<file path="src/design/ets_pkg.sv">
////////////////////////////////////////////////////////////////////////
// Shared constants of the exposure trigger sequencer
package ets_pkg;

	// Sequencer states, Gray codes along clean, arm, expose, read
	typedef enum logic [2:0] {
		ETS_IDLE = 3'h0,
		ETS_CLEAN = 3'h1,
		ETS_ARM = 3'h3,
		ETS_EXPOSE = 3'h2,
		ETS_READ = 3'h6,
		ETS_CCLEAN = 3'h7
	} ets_state_type;

	// Timing modes
	localparam logic [1:0] TM_FREE = 2'h0;
	localparam logic [1:0] TM_EXT = 2'h1;
	localparam logic [1:0] TM_EXT_CLEAN = 2'h2;

	// Shutter settings
	localparam logic [1:0] SH_NORMAL = 2'h0;
	localparam logic [1:0] SH_EARLY_OPEN = 2'h1;
	localparam logic [1:0] SH_DIS_OPEN = 2'h2;
	localparam logic [1:0] SH_DIS_CLOSED = 2'h3;

	// Register byte offsets
	localparam logic [7:0] OFS_CTRL = 8'h00;
	localparam logic [7:0] OFS_EXPOSURE = 8'h04;
	localparam logic [7:0] OFS_ROWS = 8'h08;
	localparam logic [7:0] OFS_ROW_TIME = 8'h0c;
	localparam logic [7:0] OFS_STATUS = 8'h10;

	// Control field positions
	localparam int CTRL_EN = 0;
	localparam int CTRL_TMODE = 1;
	localparam int CTRL_SHUT = 3;
	localparam int CTRL_RISE = 5;
	localparam int CTRL_SYNC_SEL = 6;

	// Status field positions
	localparam int STAT_STATE = 0;
	localparam int STAT_PEND = 3;
	localparam int STAT_READ = 4;
	localparam int STAT_SHUT = 5;
	localparam int STAT_FRAMES = 16;

	// Row shift time and clock period
	localparam int CLK_PERIOD_NS = 5;
	localparam int ROW_TIME_NS = 1000;
	localparam int ROW_TIME_CYC = ROW_TIME_NS / CLK_PERIOD_NS;

	// Values after reset
	localparam logic [31:0] EXPOSURE_RST = 32'h0000_03e8;
	localparam logic [15:0] ROWS_RST = 16'h0200;
	localparam logic [15:0] ROW_TIME_RST = 16'(ROW_TIME_CYC);

endpackage : ets_pkg

</file>
<file path="src/design/ets_sequencer.sv">
////////////////////////////////////////////////////////////////////////
// Notes on behaviour
// - Free run uses normal shutter; both trigger modes allow normal or early
// - Shutter normal, early, disabled open, disabled closed; disabled stays put
// - Early open opens shutter once ready for a trigger edge
// - Free run opens after readout for exposure time, ignores trigger
// - One sync output carries shutter or active-low readout, selectable
// - Trigger modes react only to the chosen edge, rising or falling
// - Normal trigger mode: edge, expose with shutter open, close, read
// - Early trigger mode: expose after edge, close, read, reopen after
// - Trigger still active at readout end counts as a new trigger
// - One standard clean pass after enable in every mode
// - Continuous cleaning repeats row shifts until the trigger edge
// - Edge during a row shift waits until that shift ends
// - Early open keeps shutter open through continuous cleaning and exposure
module ets_sequencer (
	input wire logic I_REF_CLK,
	input wire logic I_RESETN,
	input wire logic I_PSEL,
	input wire logic I_PENABLE,
	input wire logic I_PWRITE,
	input wire logic [7:0] I_PADDR,
	input wire logic [31:0] I_PWDATA,
	output logic [31:0] O_PRDATA,
	output logic O_PREADY,
	output logic O_PSLVERR,
	input wire logic I_EXT_TRIG,
	output logic O_SHUTTER,
	output logic O_SYNC,
	output logic O_READOUT_N,
	output logic O_CLEANING,
	output logic O_ROW_SHIFT
);

	typedef struct packed {
		logic en;
		logic [1:0] tmode;
		logic [1:0] shut;
		logic rise;
		logic sync_sel;
		logic [31:0] exposure;
		logic [15:0] rows;
		logic [15:0] row_time;
		ets_pkg::ets_state_type st;
		logic [31:0] cnt;
		logic [15:0] line;
		logic pend;
		logic [15:0] frames;
		logic [31:0] prdata;
		logic shutter;
		logic reading;
		logic sync;
		logic cleaning;
		logic shift;
	} ets_seq_type;

	localparam ets_seq_type SEQ_RST = '{
		en: 1'b0,
		tmode: ets_pkg::TM_FREE,
		shut: ets_pkg::SH_NORMAL,
		rise: 1'b0,
		sync_sel: 1'b0,
		exposure: ets_pkg::EXPOSURE_RST,
		rows: ets_pkg::ROWS_RST,
		row_time: ets_pkg::ROW_TIME_RST,
		st: ets_pkg::ETS_IDLE,
		cnt: 32'h0,
		line: 16'h0,
		pend: 1'b0,
		frames: 16'h0,
		prdata: 32'h0,
		shutter: 1'b0,
		reading: 1'b0,
		sync: 1'b0,
		cleaning: 1'b0,
		shift: 1'b0
	};

	ets_seq_type r_reg;
	ets_seq_type r_next;

	logic trig_active;
	logic trig_edge;
	logic wr_en;
	logic rd_setup;
	logic addr_ok;
	logic row_done;
	logic last_row;
	logic trig_mode;
	logic trig_seen;
	logic early;
	logic open_now;
	logic [31:0] status_word;

	////////////////////////////////////////////////////////////////////
	// Trigger pin to clock domain
	ets_trig_sync u_trig (
		.i_clk(I_REF_CLK),
		.i_resetn(I_RESETN),
		.i_trig(I_EXT_TRIG),
		.i_rise(r_reg.rise),
		.o_active(trig_active),
		.o_edge(trig_edge)
	);

	////////////////////////////////////////////////////////////////////
	// Bus decode, single-cycle access phase
	// Ready never drops, so no wait states are inserted
	// Unmapped offsets answer with an error and read as zero
	assign addr_ok = (I_PADDR == ets_pkg::OFS_CTRL)
		| (I_PADDR == ets_pkg::OFS_EXPOSURE)
		| (I_PADDR == ets_pkg::OFS_ROWS)
		| (I_PADDR == ets_pkg::OFS_ROW_TIME)
		| (I_PADDR == ets_pkg::OFS_STATUS);
	assign wr_en = I_PSEL & I_PENABLE & I_PWRITE;
	assign rd_setup = I_PSEL & ~I_PENABLE & ~I_PWRITE;
	assign O_PREADY = 1'b1;
	assign O_PSLVERR = I_PSEL & I_PENABLE & ~addr_ok;

	// Status word gathers sequencer state
	always_comb begin
		status_word = 32'h0;
		status_word[ets_pkg::STAT_STATE +: 3] = r_reg.st;
		status_word[ets_pkg::STAT_PEND] = r_reg.pend;
		status_word[ets_pkg::STAT_READ] = r_reg.reading;
		status_word[ets_pkg::STAT_SHUT] = r_reg.shutter;
		status_word[ets_pkg::STAT_FRAMES +: 16] = r_reg.frames;
	end

	////////////////////////////////////////////////////////////////////
	// Helper terms for the sequencer
	assign row_done = (r_reg.cnt == 32'h0);
	assign last_row = row_done & (r_reg.line <= 16'h1);
	// A held edge counts as seen in any state that listens
	// Free run never listens to the trigger
	assign trig_mode = (r_reg.tmode != ets_pkg::TM_FREE);
	assign trig_seen = r_reg.pend | (trig_mode & trig_edge);
	// Early open only exists in the trigger modes
	assign early = (r_reg.shut == ets_pkg::SH_EARLY_OPEN)
		& trig_mode;

	////////////////////////////////////////////////////////////////////
	// Next-state logic
	always_comb begin
		r_next = r_reg;
		r_next.shift = 1'b0;
		open_now = 1'b0;

		// Register writes
		if (wr_en) begin
			unique case (I_PADDR)
				ets_pkg::OFS_CTRL: begin
					r_next.en = I_PWDATA[ets_pkg::CTRL_EN];
					r_next.tmode = I_PWDATA[ets_pkg::CTRL_TMODE +: 2];
					r_next.shut = I_PWDATA[ets_pkg::CTRL_SHUT +: 2];
					r_next.rise = I_PWDATA[ets_pkg::CTRL_RISE];
					r_next.sync_sel = I_PWDATA[ets_pkg::CTRL_SYNC_SEL];
				end
				ets_pkg::OFS_EXPOSURE: begin
					r_next.exposure = I_PWDATA;
				end
				ets_pkg::OFS_ROWS: begin
					r_next.rows = I_PWDATA[15:0];
				end
				ets_pkg::OFS_ROW_TIME: begin
					r_next.row_time = I_PWDATA[15:0];
				end
				default: begin
				end
			endcase
		end

		// Read data captured in the setup cycle
		// Latching at setup gives the access cycle a settled word
		// Status is sampled one cycle before the master takes it
		if (rd_setup) begin
			unique case (I_PADDR)
				ets_pkg::OFS_CTRL: begin
					r_next.prdata = {25'h0, r_reg.sync_sel, r_reg.rise,
						r_reg.shut, r_reg.tmode, r_reg.en};
				end
				ets_pkg::OFS_EXPOSURE: begin
					r_next.prdata = r_reg.exposure;
				end
				ets_pkg::OFS_ROWS: begin
					r_next.prdata = {16'h0, r_reg.rows};
				end
				ets_pkg::OFS_ROW_TIME: begin
					r_next.prdata = {16'h0, r_reg.row_time};
				end
				ets_pkg::OFS_STATUS: begin
					r_next.prdata = status_word;
				end
				default: begin
					r_next.prdata = 32'h0;
				end
			endcase
		end

		// Row shift timer shared by both clean kinds and readout
		// A row takes row_time plus one cycles
		// The shift pulse is registered and shows the cycle after a row
		// ends, so the last row's pulse falls in the state that follows
		if (r_reg.st == ets_pkg::ETS_CLEAN
			|| r_reg.st == ets_pkg::ETS_CCLEAN
			|| r_reg.st == ets_pkg::ETS_READ) begin
			if (row_done) begin
				r_next.shift = 1'b1;
				r_next.cnt = {16'h0, r_reg.row_time};
				r_next.line = r_reg.line - 16'h1;
			end else begin
				r_next.cnt = r_reg.cnt - 32'h1;
			end
		end

		// Sequencer
		unique case (r_reg.st)
			ets_pkg::ETS_IDLE: begin
				r_next.pend = 1'b0;
				if (r_reg.en) begin
					r_next.st = ets_pkg::ETS_CLEAN;
					r_next.cnt = {16'h0, r_reg.row_time};
					r_next.line = r_reg.rows;
				end
			end
			ets_pkg::ETS_CLEAN: begin
				// Edges before the pass ends are dropped
				r_next.pend = 1'b0;
				if (last_row) begin
					r_next.st = ets_pkg::ETS_ARM;
					if (r_reg.tmode == ets_pkg::TM_FREE) begin
						r_next.st = ets_pkg::ETS_EXPOSE;
						r_next.cnt = r_reg.exposure;
					end else if (r_reg.tmode == ets_pkg::TM_EXT_CLEAN) begin
						r_next.st = ets_pkg::ETS_CCLEAN;
					end
				end
			end
			ets_pkg::ETS_ARM: begin
				if (trig_seen) begin
					r_next.st = ets_pkg::ETS_EXPOSE;
					r_next.cnt = r_reg.exposure;
					r_next.pend = 1'b0;
				end
			end
			ets_pkg::ETS_CCLEAN: begin
				// Edge mid-shift is held until the shift ends
				// Row count is reloaded so cleaning never runs out
				r_next.pend = trig_seen;
				r_next.line = r_reg.rows;
				if (row_done && trig_seen) begin
					r_next.st = ets_pkg::ETS_EXPOSE;
					r_next.cnt = r_reg.exposure;
					r_next.pend = 1'b0;
				end
			end
			ets_pkg::ETS_EXPOSE: begin
				r_next.pend = 1'b0;
				// Exposure counts down, zero or one gives one cycle
				if (r_reg.cnt <= 32'h1) begin
					r_next.st = ets_pkg::ETS_READ;
					r_next.cnt = {16'h0, r_reg.row_time};
					r_next.line = r_reg.rows;
					r_next.frames = r_reg.frames + 16'h1;
				end else begin
					r_next.cnt = r_reg.cnt - 32'h1;
				end
			end
			ets_pkg::ETS_READ: begin
				r_next.pend = 1'b0;
				if (last_row) begin
					// Trigger still active reads as a fresh edge
					r_next.pend = trig_mode & trig_active;
					r_next.cnt = {16'h0, r_reg.row_time};
					r_next.line = r_reg.rows;
					unique case (r_reg.tmode)
						ets_pkg::TM_EXT: begin
							r_next.st = ets_pkg::ETS_ARM;
						end
						ets_pkg::TM_EXT_CLEAN: begin
							r_next.st = ets_pkg::ETS_CCLEAN;
						end
						default: begin
							r_next.st = ets_pkg::ETS_EXPOSE;
							r_next.cnt = r_reg.exposure;
						end
					endcase
				end
			end
			default: begin
				r_next.st = ets_pkg::ETS_IDLE;
			end
		endcase

		// Disable returns to idle at once
		// A frame cut by a disable is dropped, the count is kept
		if (!r_reg.en) begin
			r_next.st = ets_pkg::ETS_IDLE;
			r_next.shift = 1'b0;
		end

		// Shutter follows the next state
		// Deriving it from the next state keeps it aligned with status
		// Disabled settings override every state, idle included
		open_now = (r_next.st == ets_pkg::ETS_EXPOSE)
			| (early & (r_next.st == ets_pkg::ETS_ARM
			|| r_next.st == ets_pkg::ETS_CCLEAN));
		unique case (r_reg.shut)
			ets_pkg::SH_DIS_OPEN: r_next.shutter = 1'b1;
			ets_pkg::SH_DIS_CLOSED: r_next.shutter = 1'b0;
			default: r_next.shutter = open_now;
		endcase
		r_next.reading = (r_next.st == ets_pkg::ETS_READ);
		r_next.cleaning = (r_next.st == ets_pkg::ETS_CLEAN)
			| (r_next.st == ets_pkg::ETS_CCLEAN);
		// Sync output source
		r_next.sync = r_reg.sync_sel ? ~r_next.reading
			: r_next.shutter;
	end

	////////////////////////////////////////////////////////////////////
	// State register
	always_ff @(posedge I_REF_CLK or negedge I_RESETN) begin
		if (!I_RESETN) begin
			r_reg <= SEQ_RST;
		end else begin
			r_reg <= r_next;
		end
	end

	////////////////////////////////////////////////////////////////////
	// Outputs from flops
	// Every output assigned here is a flop, so no glitch reaches these pins
	assign O_PRDATA = r_reg.prdata;
	assign O_SHUTTER = r_reg.shutter;
	assign O_SYNC = r_reg.sync;
	assign O_READOUT_N = ~r_reg.reading;
	assign O_CLEANING = r_reg.cleaning;
	assign O_ROW_SHIFT = r_reg.shift;

endmodule : ets_sequencer

</file>
<file path="src/design/ets_trig_sync.sv">
////////////////////////////////////////////////////////////////////////
// Trigger pin synchroniser and selectable edge detector
module ets_trig_sync (
	input wire logic i_clk,
	input wire logic i_resetn,
	input wire logic i_trig,
	input wire logic i_rise,
	output logic o_active,
	output logic o_edge
);

	typedef struct packed {
		logic s1;
		logic s2;
		logic s3;
	} ets_sync_type;

	ets_sync_type r_reg;
	ets_sync_type r_next;

	// Shift chain, first stage only feeds the second
	always_comb begin
		r_next = r_reg;
		r_next.s1 = i_trig;
		r_next.s2 = r_reg.s1;
		r_next.s3 = r_reg.s2;
	end

	always_ff @(posedge i_clk or negedge i_resetn) begin
		if (!i_resetn) begin
			r_reg <= '0;
		end else begin
			r_reg <= r_next;
		end
	end

	// Active level and chosen edge
	assign o_active = i_rise ? r_reg.s2 : ~r_reg.s2;
	assign o_edge = i_rise ? (r_reg.s2 & ~r_reg.s3)
		: (~r_reg.s2 & r_reg.s3);

endmodule : ets_trig_sync

</file>
<file path="config.mk">
export PLATFORM = sky130hd
export DESIGN_NAME = ets_sequencer
export DESIGN_NICKNAME = d
export VERILOG_FILES = /design/src/design/ets_pkg.sv /design/src/design/ets_sequencer.sv /design/src/design/ets_trig_sync.sv
export SDC_FILE = /design/constraint.sdc
export NUM_CORES = 1
export LEC_CHECK = 0
export BUFFER_PORTS_ARGS = -buffer_cell sky130_fd_sc_hd__buf_2
export CAP_MARGIN = 20
export CORE_MARGIN = 2
export CORE_UTILIZATION = 38
export DETAILED_ROUTE_END_ITERATION = 8
export MAX_ROUTING_LAYER = met4
export SLEW_MARGIN = 30
export SYNTH_ARGS = -nofsm -noshare
export SYNTH_HDL_FRONTEND = slang
export SYNTH_SLANG_ARGS = --single-unit
</file>
<file path="constraint.sdc">
create_clock -name I_REF_CLK -period 2.95 [get_ports I_REF_CLK]
set_input_delay 0.59 -clock I_REF_CLK [delete_from_list [all_inputs] [get_ports I_REF_CLK]]
set_output_delay 0.59 -clock I_REF_CLK [all_outputs]
set_load 0.03 [all_outputs]
</file>
==> impl_results.md, run 1 <==
* Slowest cell on the critical path: or4_4
* Initial Util at 38.7%
* Smallest hold slack at 0.163 ns
* Count of input and output buffers at 83
* Final-report max-slew violation count at 0
* Die width at 167 um
* Unrepaired setup endpoints after global routing: no
* Maximum number of pins on one net before global-route repair at 77
* Worst relative slew slack at 49.2%
* Final setup skew at 0.0172 ns
* Clock sink total at 179
* Total gr overflow at 0
* Final Routed Wirelength at 28900 um
* Post-DP HPWL at 20700 um
* Clock buffer depth at 2
* Core Area at 26100 um^2
* Placer Congestion at 0.930
* Clock tree from TritonCTS: yes
* Number of antenna cells inserted at 0
* Dominant cells by area after synthesis: dfrtp_1 (42%), mux2_2 (10%), nor2_1 (3.5%), buf_4 (2.7%), dfstp_2 (2.6%)
* Initial antenna violation count at 0
* Global-route wire length before repair at 45400 um
* CP cell instances: or4_4 -> or4_1 -> buf_4 -> o41ai_4 -> nor2_2 -> a21oi_4 -> buf_12 -> o311ai_0
* Area growth, synth to finish at 16.3%
* DRC Markers at 4
* Register-to-register setup slack at 0.06 ns
* Via count of the first global-routing pass at 7941
* R2R Path End: r_reg[96]$_DFF_PN0_
* Fin worst setup slack at 0.0622 ns
* Capturing element type of the critical path: register
* GR Util All Layers at 21.3%
* Power Total at 11.2 mW
* Count of max-cap constraint violations at 0
* Die boundary height at 167 um
* Number of enable-type register cells in the synthesized netlist at 0
* Layout cell share with drive strength beyond 1 at 30.3%
* Final Hold Viols at 0
* CTS Root Cell: clkbuf_16
* Count of hold-fix buffers inserted at cts at 0
* Number of buffers added by the clock tree synthesis step at 17
* Dominant synthesized flop cell: dfrtp_1
* Worst ir drop on vdd at 0.000610 V
* Utilization after layout at 45.0%
* CP Max Fanout at 16
* Area share of the leading cell type in the synthesized netlist at 41.8%
* Kind of path behind the tightest hold check: input pin to asynchronous set/reset pin
* Site Rows at 59
* Slew at the pin closest to its max-slew limit at 0.761 ns
* Later-pin clock latency in the skew report at 0.44 ns
* Required time at the endpoint of the critical path at 3.23 ns
* Leakage power total at 5.27 nW
* Final design instance area without fill at 11800 um^2
* Critical path data arrival time at 3.17 ns
* DR vias/cell at 5.75
* Clock period minus worst slack at 2.89 ns
* # setup viols final at 0
* Area after DPL at 11100 um^2
* Syn Inst Count at 993
* Setup tns final at 0 ns
* Avg Cell Area, Syn at 10.2 um^2
* Syn. warnings at 0
* Post-placement worst setup slack at 0.0489 ns
* Total instance count after detailed placement at 1388
* Die area at 28000 um^2
* Final Instance Count excl. Fillers at 1424
* Drt initial violations at 742
* Synthesis-stage register bit count at 179
* CP Class: register to register
* Count of pins on the block boundary at 85
* Status: finished with violations
* First-pass detailed-route iteration total at 7
* P per Cell Area at 952 nW/um^2
* Share of synthesized area occupied by flip-flops and latches at 44.4%
* Stage delay of the slowest cell on the critical path at 0.55 ns
* Largest register FFs at 140
* Cell type with the highest aggregate area in the netlist: dfrtp_1
* Most used standard cell by instance count after synthesis: dfrtp_1
* Worst-case reg-to-reg path depth at 8
* Failing checks: design-rule violations
* Post-synthesis instance area at 10100 um^2
* Post-synth ARST share at 100%
* Final layout net count at 1129
* Post-synth net total at 1046
* Period utilisation layout at 97.9%
* Reg-to-reg critical path startpoint: r_reg[81]$_DFF_PN0_
* Fmax at 0.346 GHz
* Critical Path Start Type: register
* Synth cell count leaders: dfrtp_1 (169), nor2_1 (95), mux2_2 (93)
* Via count of the routed design at 8189
* Register clock-pin slew on the reported worst setup and hold paths at 0.07 ns
* Number of levels the H-tree was split into at 4
* Count of unique library cells instantiated by Yosys at 76
* Number of nets still failing antenna checks after routing at 0
* Wire per inst at 20.3 um
## metal layers
layer	GRT usage, %	share of wire [%]	vias up	wire length (um)
met4	8.43	3.5	0	1030
li1	-	-	3815	-
met2	32.9	47	286	13500
met3	3.19	5.1	59	1490
met1	28.3	45	4029	12900
met5	-	0	-	0
## power breakdown
group	switching (mW)	internal (mW)
clock network	1.10	1.21
registers	0.414	2.79
logic	3.37	2.31
## cell families (layout without fill, tap and decap cells)
family | Yosys count | in the layout | share of synthesized area [%]
xor+xnor | 51 | 51 | 4.41
mux | 109 | 109 | 12.1
other cells | 1 | 1 | 0.0371
flops | 179 | 179 | 44.4
buf+inv | 120 | 216 | 6.29
compound gates | 201 | 201 | 15.1
fa+ha+maj | 7 | 7 | 0.865
simple gates | 325 | 325 | 16.9
## timing repair
item | 4_1_cts | 5_1_grt
hold endpoints to repair | 0 | 0
setup endpoints to repair | 0 | 57
setup buffers | 0 | 2
resized for setup | 0 | 11
## cell usage in the layout, fill, tap and decap left out, drive strengths merged, types with 20 or more instances in the layout
cell type  Yosys  routed
xor2          24      24
inv           23      30
nor3          27      27
clkbuf        46      20
buf           51     159
nand2         64      64
dfrtp        169     169
nor2          96      96
a21oi         23      23
xnor2         27      27
o21ai         39      39
mux2          94      94
nor4          27      27
nand3         21      21
## worst max-delay path, delay by kind of cell, from the launching register on
kind	cells	cell delay (ns)
AOI/OAI and AO/OA	3	0.73
buffers and inverters	2	0.42
DFF	1	0.43
and+or+nand+nor	3	1.14
## how the worst max path moves through the flow
stage	cells past startpoint	endpoint	slack, ns	from
after floorplan	9	r_reg[56]$_DFF_PN0_	0.12	r_reg[79]$_DFF_PN0_
after global routing	9	r_reg[101]$_DFF_PN0_	0.002	r_reg[71]$_DFF_PN0_
after detailed placement	8	r_reg[96]$_DFF_PN0_	0.05	r_reg[81]$_DFF_PN0_
after CTS	8	r_reg[57]$_DFF_PN0_	0.03	r_reg[81]$_DFF_PN0_
final	8	r_reg[96]$_DFF_PN0_	0.06	r_reg[81]$_DFF_PN0_
after global placement	8	r_reg[57]$_DFF_PN0_	0.08	r_reg[81]$_DFF_PN0_
## cell type report
class                      count  area, um^2
clock buffer                  18         429
sequential                   179        4490
timing repair buffer         161        1140
fill                        2515       14400
tap                          335         419
multi-input combinational    694        5040
clock inverter                14         160
inverter                      23        86.3
No activity file was read; power rests on OpenSTA's default activity.
==> run 2, diff against run 1 <==
--- a/config.mk
+++ b/config.mk
@@ -5,11 +5,11 @@
 export SDC_FILE = /design/constraint.sdc
 export NUM_CORES = 1
 export LEC_CHECK = 0
-export BUFFER_PORTS_ARGS = -buffer_cell sky130_fd_sc_hd__buf_2
 export CAP_MARGIN = 20
 export CORE_MARGIN = 2
 export CORE_UTILIZATION = 38
 export DETAILED_ROUTE_END_ITERATION = 8
+export DONT_BUFFER_PORTS = 1
 export MAX_ROUTING_LAYER = met4
 export SLEW_MARGIN = 30
 export SYNTH_ARGS = -nofsm -noshare
==> impl_results.md, run 2 (same netlist as run 1, synthesis figures left out) <==
* Final design instance area without fill at 11300 um^2
* Die width at 167 um
* Wire per inst at 21.4 um
* Post-placement worst setup slack at 0.0735 ns
* Final Hold Viols at 169
* Switch Pwr at 4.81 mW
* Number of buffers added by the clock tree synthesis step at 17
* CP Class: register to register
* Final Routed Wirelength at 28700 um
* Fin worst setup slack at 0.105 ns
* Required time at the endpoint of the critical path at 3.24 ns
* CP cell instances: or4_1 -> or4_4 -> buf_12 -> o41ai_4 -> nor2_2 -> a21oi_4 -> buf_12 -> o311ai_0
* Number of antenna cells inserted at 0
* Slowest cell on the critical path: or4_1
* Setup tns final at 0 ns
* Most common cell type on the critical path: buf_12
* Critical Path Start Type: register
* Worst-case reg-to-reg path depth at 8
* Worst ir drop on vdd at 0.000611 V
* Area growth, synth to finish at 11.5%
* Slew at the pin closest to its max-slew limit at 0.900 ns
* DRC Markers at 4
* Final-report max-slew violation count at 0
* Largest register FFs at 140
* Stage delay of the slowest cell on the critical path at 0.54 ns
* Logic pwr share at 50.2%
* Status: finished with violations
* GR Util All Layers at 21.3%
* Cell Int Power at 6.23 mW
* Clock tree from TritonCTS: yes
* Core Area at 26100 um^2
* Filler Cells Inserted at 2552
* Most frequent cells in the layout: dfrtp_1 (169), nor2_1 (93), mux2_2 (93)
* Smallest hold slack at -0.136 ns
* Post-DP HPWL at 20300 um
* Later-pin clock latency in the skew report at 0.44 ns
* Fraction of power consumed by the clock network at 19.9%
* Drt initial violations at 850
* Clock sink total at 179
* Layout cell share with drive strength beyond 1 at 24.2%
* Total gr overflow at 0
* Initial antenna violation count at 0
* Die boundary height at 167 um
* Register share of total power at 29.8%
* Fmax at 0.352 GHz
* Power Total at 11.0 mW
* Final Instance Count excl. Fillers at 1339
* Final layout net count at 1044
* Area after DPL at 10600 um^2
* Utilization after layout at 43.2%
* Final setup skew at 0.0118 ns
* Period utilisation layout at 96.4%
* Number of nets still failing antenna checks after routing at 0
* P per Cell Area at 978 nW/um^2
* Leakage power total at 4.89 nW
* Clock period minus worst slack at 2.84 ns
* Most common cell after layout, fill and taps aside: dfrtp_1
* Capturing element type of the critical path: register
* Unrepaired setup endpoints after global routing: no
* CP Max Fanout at 19
* Number of levels the H-tree was split into at 4
* Initial Util at 38.7%
* CTS Root Cell: clkbuf_16
* Failing checks: design-rule violations, negative hold slack
* Site Rows at 59
* Maximum number of pins on one net before global-route repair at 180
* First-pass detailed-route iteration total at 7
* Clock buffer depth at 2
* Worst relative slew slack at 38.4%
* # setup viols final at 0
* Count of max-cap constraint violations at 0
* Fraction of power spent switching nets at 43.6%
* Register clock-pin slew on the reported worst setup and hold paths at 0.07 ns
* Placer Congestion at 0.913
* Via count of the first global-routing pass at 7774
* Total instance count after detailed placement at 1301
* Via count of the routed design at 7814
* Kind of path behind the tightest hold check: input pin to asynchronous set/reset pin
* DR vias/cell at 5.84
* Die area at 28000 um^2
* Count of input and output buffers at 0
* Critical path data arrival time at 3.13 ns
* Count of pins on the block boundary at 85
* Global-route wire length before repair at 45200 um
-- run 2: changes by cell type in the layout (fill, tap and decap cells not counted), moves of 2 or more --
cell and change:
buf_12 -2, buf_2 -83, a2111oi_1 +3, o21ai_0 +2
o21ai_1 -2, a2111oi_0 -3, buf_6 +2
-- run 2: critical path, delay by kind of cell (launching register included) --
family	cells	cell delay (ns)
AND/OR/NAND/NOR	3	1.14
AO/OA/AOI/OAI	3	0.78
flip-flops	1	0.38
buffers and inverters	2	0.37
-- run 2: power groups by stage --
stage	Clock [mW]	Combinational (mW)	Sequential, mW
after floorplan	0	3.54	3.07
after global placement	0	5.21	3.31
after detailed placement	0	5.23	3.32
after CTS	2.26	5.25	3.28
after global routing	2.35	5.99	3.34
final	2.20	5.55	3.29
-- run 2: path summary, 6_finish.rpt --
kind                                       startpoint                    endpoint  slack [ns]
setup / recovery                  r_reg[79]$_DFF_PN0_        r_reg[101]$_DFF_PN0_        0.11
hold / removal                               I_RESETN  u_trig.r_next[1]$_DFF_PN0_       -0.14
setup reg to reg                  r_reg[79]$_DFF_PN0_        r_reg[101]$_DFF_PN0_        0.11
hold reg to reg            u_trig.r_next[1]$_DFF_PN0_  u_trig.r_next[0]$_DFF_PN0_        0.36
max in group asynchronous                    I_RESETN      r_reg[164]$_DFFE_PN0P_        2.62
min in group I_REF_CLK                     I_EXT_TRIG  u_trig.r_next[1]$_DFF_PN0_        0.17
-- run 2: cell type report --
class                      instances  area [um^2]  share of cell area [%]
clock buffer                      19          433                    3.84
clock inverter                    13          118                    1.04
inverter                          23         86.3                   0.765
multi-input combinational        694         5060                    44.8
sequential                       179         4490                    39.8
tap                              335          419                    3.71
timing repair buffer              76          683                    6.05
-- run 2: timing repair --
item | CTS | global route
buffers inserted | 0 | 4
endpoints found under the hold margin | 169 | 169
endpoints found under the setup margin | 0 | 50
gates resized for setup | 0 | 9
-- run 2: routing by layer --
layer	vias up	GRT usage, %	routed length [um]
li1	3644	-	-
met1	3855	27.6	12700
met2	274	33.6	13400
met3	41	3.88	1650
met4	0	7.33	881
met5	-	-	0
